[src/chgsel_pkg.sv]
`default_nettype none
package chgsel_pkg;
	// register bus widths
	localparam int ADDR_W = 8;
	localparam int DATA_W = 8;

	// register map
	localparam logic [ADDR_W-1:0] CHG_CTRL_ADDR = 8'h07;
	localparam logic [ADDR_W-1:0] LIMIT_ADDR    = 8'h10;
	localparam logic [ADDR_W-1:0] CHG_CUR_ADDR  = 8'h11;
	localparam logic [ADDR_W-1:0] SYS_V_ADDR    = 8'h12;
	localparam logic [ADDR_W-1:0] STATUS_ADDR   = 8'h13;
	localparam logic [ADDR_W-1:0] INT_STAT_ADDR = 8'h14;
	localparam logic [ADDR_W-1:0] INT_MASK_ADDR = 8'h15;

	// field positions
	localparam int CHG_EN_BIT   = 0;
	localparam int LDO_DIS_BIT  = 3;
	localparam int LIMIT_LSB    = 0;
	localparam int CHG_CUR_LSB  = 0;
	localparam int SYS_V_LSB    = 0;
	localparam int ST_SUPPLY    = 0;
	localparam int ST_BAT_GOOD  = 1;
	localparam int ST_OVR_CHG   = 2;
	localparam int ST_OVR_LIM   = 3;
	localparam int EV_CONNECT   = 0;
	localparam int EV_DISCONN   = 1;
	localparam int EV_BAT_GOOD  = 2;
	localparam int NUM_EV       = 3;

	// field codes and their decoded values
	localparam logic [3:0]  LIM_CODE_2100 = 4'hf;
	localparam logic [3:0]  LIM_CODE_500  = 4'h6;
	localparam logic [11:0] LIM_MA_100    = 12'h064;
	localparam logic [11:0] LIM_MA_500    = 12'h1f4;
	localparam logic [11:0] LIM_MA_1500   = 12'h5dc;
	localparam logic [11:0] LIM_MA_2100   = 12'h834;
	localparam logic [4:0]  CUR_CODE_500  = 5'h09;
	localparam logic [4:0]  CUR_CODE_750  = 5'h0e;
	localparam logic [11:0] CUR_MA_500    = 12'h1f4;
	localparam logic [11:0] CUR_MA_750    = 12'h2ee;
	localparam logic [2:0]  VSYS_CODE_4V3 = 3'h0;
	localparam logic [12:0] VSYS_MV_4V3   = 13'h10cc;

	// reset values
	localparam logic [4:0]  CHG_CUR_RST  = 5'h09;
	localparam logic [2:0]  SYS_V_RST    = 3'h0;
	localparam logic [3:0]  LIMIT_RST    = 4'h6;

	// register port request
	typedef struct packed {
		logic              wr;
		logic              rd;
		logic [ADDR_W-1:0] addr;
		logic [DATA_W-1:0] wdata;
	} reg_req_t;

	// applied settings toward the analog loops
	typedef struct packed {
		logic        chg_en;
		logic        ldo_dis;
		logic [3:0]  limit_code;
		logic [11:0] limit_ma;
		logic [11:0] chg_ma;
		logic [12:0] sys_mv;
	} setting_t;
endpackage
`default_nettype wire

[src/charger_pin_control_select.sv]
// Summary of operation
// - Charging is off while the charge-enable pin is low, on while high.
// - High-limit pin high selects 1500 mA input limit; else basic pin decides.
// - Basic pin low gives 100 mA limit, high gives 500 mA.
// - System-enable pull-down turns on once battery reaches weak threshold.
// - Each pin-controlled parameter starts from its sampled pin level.
// - A register write to a pin-controlled parameter overrides that pin.
// - Input supply connect or disconnect hands control back to the pins.
// - The three pin functions are fixed, not selectable at run time.
// - Limit code 1111 decodes to 2100 mA.
// - Charge-current code 01001 decodes to 500 mA.
// - System-voltage code 000 decodes to 4.3 V.
// - Charge-enable register equivalent is bit 0 of register 0x07.
//
// Added by the designer: the address map and strobed register access.
`timescale 1ns/1ps
`default_nettype none
module charger_pin_control_select #(
	parameter logic [3:0] LIM_CODE_100  = 4'h0,
	parameter logic [3:0] LIM_CODE_1500 = 4'hb
) (
	// clock and reset
	input  wire logic                 REF_CLK_I,
	input  wire logic                 RESET_I,
	// register port
	input  wire chgsel_pkg::reg_req_t REG_REQ_I,
	output var  logic [7:0]           REG_RDATA_O,
	// control pins
	input  wire logic                 CHARGE_ENABLE_PIN_I,
	input  wire logic                 HIGH_LIMIT_SELECT_PIN_I,
	input  wire logic                 BASIC_LIMIT_SELECT_PIN_I,
	// analog status
	input  wire logic                 INPUT_SUPPLY_PRESENT_I,
	input  wire logic                 BATTERY_ABOVE_WEAK_I,
	// open-drain system-enable flag
	output var  logic                 SYSTEM_ENABLE_FLAG_O,
	output var  logic                 SYSTEM_ENABLE_FLAG_OE_O,
	// applied settings and interrupt
	output var  chgsel_pkg::setting_t SETTING_O,
	output var  logic                 IRQ_O
);
	import chgsel_pkg::*;

	// limit code to milliamps; codes without a known value read as zero
	function automatic logic [11:0] limit_ma_of(input logic [3:0] code);
		logic [11:0] ma;
		ma = 12'h000;
		if (code == LIM_CODE_2100) ma = LIM_MA_2100;
		else if (code == LIM_CODE_500) ma = LIM_MA_500;
		else if (code == LIM_CODE_1500) ma = LIM_MA_1500;
		else if (code == LIM_CODE_100) ma = LIM_MA_100;
		return ma;
	endfunction

	// charge-current code to milliamps
	function automatic logic [11:0] chg_ma_of(input logic [4:0] code);
		logic [11:0] ma;
		ma = 12'h000;
		if (code == CUR_CODE_500) ma = CUR_MA_500;
		else if (code == CUR_CODE_750) ma = CUR_MA_750;
		return ma;
	endfunction

	// system-voltage code to millivolts
	function automatic logic [12:0] sys_mv_of(input logic [2:0] code);
		logic [12:0] mv;
		mv = 13'h0000;
		if (code == VSYS_CODE_4V3) mv = VSYS_MV_4V3;
		return mv;
	endfunction

	// register address match for a write
	function automatic logic wr_hit(input reg_req_t req, input logic [ADDR_W-1:0] a);
		return req.wr && (req.addr == a);
	endfunction

	// state
	logic              ovr_chg;
	logic              ovr_lim;
	logic              chg_bit;
	logic              ldo_dis;
	logic [3:0]        lim_reg;
	logic [4:0]        chg_cur;
	logic [2:0]        sys_v;
	logic              supply_q;
	logic              bat_good;
	logic [NUM_EV-1:0] int_stat;
	logic [NUM_EV-1:0] int_mask;
	logic [7:0]        rdata;
	setting_t          setting;

	logic              next_ovr_chg;
	logic              next_ovr_lim;
	logic              next_chg_bit;
	logic              next_ldo_dis;
	logic [3:0]        next_lim_reg;
	logic [4:0]        next_chg_cur;
	logic [2:0]        next_sys_v;
	logic [NUM_EV-1:0] next_int_stat;
	logic [NUM_EV-1:0] next_int_mask;
	logic [7:0]        next_rdata;
	setting_t          next_setting;

	logic              supply_changed;
	logic [3:0]        pin_lim_code;
	logic              eff_chg_en;
	logic [3:0]        eff_lim_code;
	logic [NUM_EV-1:0] events;

	// pins have fixed meanings; nothing in the map re-purposes them
	assign pin_lim_code = HIGH_LIMIT_SELECT_PIN_I ? LIM_CODE_1500 :
		(BASIC_LIMIT_SELECT_PIN_I ? LIM_CODE_500 : LIM_CODE_100);
	// flag clear means the live pin level governs, which is also the start-up value
	assign eff_chg_en   = ovr_chg ? chg_bit : CHARGE_ENABLE_PIN_I;
	assign eff_lim_code = ovr_lim ? lim_reg : pin_lim_code;
	assign supply_changed = INPUT_SUPPLY_PRESENT_I != supply_q;

	// interrupt events
	always_comb begin
		events = '0;
		events[EV_CONNECT]  = INPUT_SUPPLY_PRESENT_I && !supply_q;
		events[EV_DISCONN]  = !INPUT_SUPPLY_PRESENT_I && supply_q;
		events[EV_BAT_GOOD] = BATTERY_ABOVE_WEAK_I && !bat_good;
	end

	// override flags and register-held parameters
	always_comb begin
		next_ovr_chg = ovr_chg;
		next_ovr_lim = ovr_lim;
		next_chg_bit = chg_bit;
		next_ldo_dis = ldo_dis;
		next_lim_reg = lim_reg;
		next_chg_cur = chg_cur;
		next_sys_v   = sys_v;
		// supply change drops overrides; a write in the same cycle still lands
		if (supply_changed) begin
			next_ovr_chg = 1'b0;
			next_ovr_lim = 1'b0;
		end
		if (wr_hit(REG_REQ_I, CHG_CTRL_ADDR)) begin
			next_ovr_chg = 1'b1;
			next_chg_bit = REG_REQ_I.wdata[CHG_EN_BIT];
			next_ldo_dis = REG_REQ_I.wdata[LDO_DIS_BIT];
		end
		if (wr_hit(REG_REQ_I, LIMIT_ADDR)) begin
			next_ovr_lim = 1'b1;
			next_lim_reg = REG_REQ_I.wdata[LIMIT_LSB +: 4];
		end
		if (wr_hit(REG_REQ_I, CHG_CUR_ADDR))
			next_chg_cur = REG_REQ_I.wdata[CHG_CUR_LSB +: 5];
		if (wr_hit(REG_REQ_I, SYS_V_ADDR))
			next_sys_v = REG_REQ_I.wdata[SYS_V_LSB +: 3];
	end

	// interrupt status and mask; a new event beats a same-cycle clear
	always_comb begin
		next_int_stat = int_stat;
		next_int_mask = int_mask;
		if (wr_hit(REG_REQ_I, INT_STAT_ADDR))
			next_int_stat = int_stat & ~REG_REQ_I.wdata[NUM_EV-1:0];
		next_int_stat = next_int_stat | events;
		if (wr_hit(REG_REQ_I, INT_MASK_ADDR))
			next_int_mask = REG_REQ_I.wdata[NUM_EV-1:0];
	end

	// read data, valid only in the cycle after the strobe
	always_comb begin
		next_rdata = 8'h00;
		if (REG_REQ_I.rd) begin
			unique case (REG_REQ_I.addr)
				CHG_CTRL_ADDR: begin
					next_rdata[CHG_EN_BIT]  = eff_chg_en;
					next_rdata[LDO_DIS_BIT] = ldo_dis;
				end
				LIMIT_ADDR:    next_rdata[LIMIT_LSB +: 4]   = eff_lim_code;
				CHG_CUR_ADDR:  next_rdata[CHG_CUR_LSB +: 5] = chg_cur;
				SYS_V_ADDR:    next_rdata[SYS_V_LSB +: 3]   = sys_v;
				STATUS_ADDR: begin
					next_rdata[ST_SUPPLY]   = supply_q;
					next_rdata[ST_BAT_GOOD] = bat_good;
					next_rdata[ST_OVR_CHG]  = ovr_chg;
					next_rdata[ST_OVR_LIM]  = ovr_lim;
				end
				INT_STAT_ADDR: next_rdata[NUM_EV-1:0] = int_stat;
				INT_MASK_ADDR: next_rdata[NUM_EV-1:0] = int_mask;
				default:       next_rdata = 8'h00;
			endcase
		end
	end

	// applied settings, registered so the analog side sees no glitches
	always_comb begin
		next_setting            = '0;
		next_setting.chg_en     = eff_chg_en;
		next_setting.ldo_dis    = ldo_dis;
		next_setting.limit_code = eff_lim_code;
		next_setting.limit_ma   = limit_ma_of(eff_lim_code);
		next_setting.chg_ma     = chg_ma_of(chg_cur);
		next_setting.sys_mv     = sys_mv_of(sys_v);
	end

	// all state registers
	always_ff @(posedge REF_CLK_I or posedge RESET_I) begin
		if (RESET_I) begin
			ovr_chg  <= 1'b0;
			ovr_lim  <= 1'b0;
			chg_bit  <= 1'b0;
			ldo_dis  <= 1'b0;
			lim_reg  <= LIMIT_RST;
			chg_cur  <= CHG_CUR_RST;
			sys_v    <= SYS_V_RST;
			supply_q <= 1'b0;
			bat_good <= 1'b0;
			int_stat <= '0;
			int_mask <= '0;
			rdata    <= 8'h00;
			setting  <= '0;
		end else begin
			ovr_chg  <= next_ovr_chg;
			ovr_lim  <= next_ovr_lim;
			chg_bit  <= next_chg_bit;
			ldo_dis  <= next_ldo_dis;
			lim_reg  <= next_lim_reg;
			chg_cur  <= next_chg_cur;
			sys_v    <= next_sys_v;
			supply_q <= INPUT_SUPPLY_PRESENT_I;
			bat_good <= BATTERY_ABOVE_WEAK_I;
			int_stat <= next_int_stat;
			int_mask <= next_int_mask;
			rdata    <= next_rdata;
			setting  <= next_setting;
		end
	end

	// outputs; the flag pin only ever pulls low
	assign REG_RDATA_O             = rdata;
	assign SETTING_O               = setting;
	assign SYSTEM_ENABLE_FLAG_O    = 1'b0;
	assign SYSTEM_ENABLE_FLAG_OE_O = bat_good;
	assign IRQ_O                   = |(int_stat & int_mask);
endmodule
`default_nettype wire

[config.mk]
export PLATFORM = sky130hd
export DESIGN_NAME = charger_pin_control_select
export DESIGN_NICKNAME = d
export VERILOG_FILES = /design/src/chgsel_pkg.sv /design/src/charger_pin_control_select.sv
export SDC_FILE = /design/constraint.sdc
export NUM_CORES = 1
export LEC_CHECK = 0
export ABC_AREA = 0
export BUFFER_PORTS_ARGS = -buffer_cell sky130_fd_sc_hd__clkbuf_2
export CAP_MARGIN = 20
export CORE_MARGIN = 4
export CORE_UTILIZATION = 45
export CTS_CLUSTER_DIAMETER = 60
export DETAILED_ROUTE_END_ITERATION = 8
export GPL_TIMING_DRIVEN = 0
export PLACE_DENSITY = 0.73
export SYNTH_ARGS = -nofsm -noshare
export SYNTH_HDL_FRONTEND = slang
export SYNTH_SLANG_ARGS = --single-unit
[constraint.sdc]
create_clock -name REF_CLK_I -period 2.4 [get_ports REF_CLK_I]
set_input_delay 0 -clock REF_CLK_I [delete_from_list [all_inputs] [get_ports REF_CLK_I]]
set_output_delay 0 -clock REF_CLK_I [all_outputs]
set_load 0.02 [all_outputs]
==> metrics.cfg <==
[finish]
drive_above_1_share_pct = 45.33
final_common_cell = clkbuf_2
fillerInstances = 417
final_cell_mix = clkbuf_2 (56), dfrtp_1 (42), buf_4 (30), mux2_2 (21), conb_1 (18)
design_area_um2 = 2908
nNetsFinal = 315
fin_util_pct = 59.97
n_antenna_cell = 0
syn2layout_area_growth_pct = 26.44
largest_register_ffs = 17

[logic_synthesis]
synth.area.top_cells = dfrtp_1 (46%), mux2_2 (10%), buf_4 (9.8%)
yosys.area.top_type = dfrtp_1
yosys_most_used_dff = dfrtp_1
synth_edf_count = 0
yosysTopAreaCellShare_pct = 45.70
ys_seq_area_share_pct = 50.27
syn-mean-instance-area_um2 = 11.38
netlist_area_um2 = 2300
async_reset_ff_share_pct = 100.0
yosys_warnings = 0
synth-seq-cells = 46
synth_cells = 202
ys_types = 45

[clock_network]
clk_path_buf_depth = 2
tritoncts = yes
numCtsBuffers = 5
insertion_delay_ns = 0.30
clk_root_buffer_cell = clkbuf_8
cts_sinks = 46
htree_levels = 2
ctsResizeCount = 0
clkTransAtPathRegs_ns = 0.08

[power]
p_switching_w = 0.0004219
power_density_nw_per_um2 = 560.5
peakVddDrop_mv = 0.3240
internal-power_w = 0.001208
p_leak_nw = 1.554
combPwrFrac_pct = 16.5
clkPwrFrac_pct = 32.8
switching_share_pct = 25.88
seqPwrFrac_pct = 50.7

[floorplanning]
pin_count = 79
core_um2 = 4848
rows = 25
die-area_um2 = 6318
dieHeight_um = 79.49
die_w_um = 79.49
initial_utilization_pct = 47.43

[routing]
drc = 0
ant_nets = 0
vias = 1689
drt-pass1-iter-count = 4
dr.first_iter.drc_count = 124
wl_um = 4836
wl_per_cell_um = 13.58
viasPerCell = 4.744

[status]
status = finished clean

[place]
placed_area_um2 = 2748
dp_hpwl_um = 3779
port_buffers = 56
gp_congestion = 0.9044
dp_slack_ns = 0.6653

[critical_path]
cp_cell_sequence = clkbuf_1, mux2_2, a22oi_1, o22ai_1, and4_1
worstPathArrival_ns = 1.95
slowest_delay_ns = 0.43
required_ns = 2.59
setup.worst_path.class = reg -> reg
start_kind = flip-flop
cp_max_fo = 10
crit_path_top_delay_cell = mux2_2
crit_path_end_kind = flip-flop

[global_routing]
gr-total-overflow = 0
antenna_found_initial = 0
track_usage_pct = 16.39
grt_max_degree = 33
grt_pass1_wl_um = 7817
grt_pass1_vias = 1595

[run]
maxCapViolations = 0

[timing]
tns_ns = 0
max_freq_ghz = 0.5675
rsz0062_at_grt = false
tightest_slew_ns = 0.5178
setup_ws_ns = 0.6379
finalHoldViolations = 0
period_share_pct = 73.42
finalCriticalPeriod_ns = 1.762
setup_viol = 0
slew_headroom_pct = 65.18
finalClockSkew_ns = 0.004064
timing.final.max_slew_violations = 0

[hold_path]
hold_path.class = in -> reg

==> critical path: cells and delay by family (launching register included) <==
family	cells	cell delay, ns
flops	1	0.32
compound gates	2	0.32
simple gates	1	0.21
mux	1	0.43
buf+inv	1	0.37
==> per-layer routing <==
layer	vias up	share of wire, %	global-route usage [%]
met5	-	0	0
met4	0	1.2	6.186
met3	6	7.0	3.386
met2	61	49	26.63
met1	791	43	21.46
li1	831	-	-
==> timing repair <==
action                    CTS  global route
hold buffers                5             0
setup buffers               0             0
hold endpoints to repair   47             0
==> power by group through the flow <==
stage / clock, W / combinational [W] / sequential, W
6_report: 0.000535 / 0.000269 / 0.000826
5_1_grt: 0.000577 / 0.000293 / 0.000831
4_1_cts: 0.000549 / 0.000270 / 0.000827
3_5_place_dp: 0 / 0.000263 / 0.000842
3_3_place_gp: 0 / 0.000256 / 0.000840
2_1_floorplan: 0 / 0.000163 / 0.000856
==> area by class of cell <==
class	instances	area [µm²]	share of cell area (%)
Timing Repair Buffer	62	350.3	12.05
Clock buffer	8	110.1	3.787
Inverter	10	37.54	1.291
Buffer	35	245.2	8.434
Multi-Input combinational cell	128	924.6	31.80
Sequential cell	46	1156	39.76
Tap cell	67	83.83	2.883
==> Yosys cell counts, drive strengths merged, types with 4 or more instances <==
library cell,instances
dfstp,4
nand2,14
nor3,9
dfrtp,42
nand3,4
nor2,6
a21oi,4
mux2,24
buf,31
inv,10
clkbuf,4
nand2b,4
mux2i,4
==> logic make-up (layout without fill, tap and decap cells) <==
logic type,Yosys count,after routing,synth area share (%)
flip-flops,46,46,50.27
AND/OR/NAND/NOR,54,54,14.36
XOR/XNOR,1,1,0.3809
buffers and inverters,45,115,12.30
adder cells (fa/ha/maj),2,2,1.088
other,1,18,0.1631
AO/OA/AOI/OAI,25,25,7.944
multiplexers,28,28,13.49
==> path summary, 6_finish.rpt <==
| path | startpoint | to | slack (ns) | cells after the start |
|---|---|---|---|---|
| worst max-delay path | ovr_lim | REG_RDATA_O[0] | 0.64 | 5 |
| worst min-delay path | REG_REQ_I[16] | REG_RDATA_O[4] | 0.02 | 3 |
| worst max register to register | ovr_lim | REG_RDATA_O[0] | 0.64 | 5 |
| worst min register to register | ldo_dis | SETTING_O[41] | 0.41 | 0 |
| max in group asynchronous | RESET_I | lim_reg[1] | 1.68 | 4 |
| min in group asynchronous | RESET_I | REG_RDATA_O[1] | 0.19 | 3 |
==> through the flow <==
stage                     total power, W  cells  hold WS [ns]
final                           0.001630    356       0.01999
after global routing            0.001701    356       0.01398
after CTS                       0.001645    356       0.01064
after detailed placement        0.001105    343      -0.03396
after global placement          0.001097    342        0.1237
after floorplan                 0.001019    219       0.03143
(Power assumes the default switching activity.)
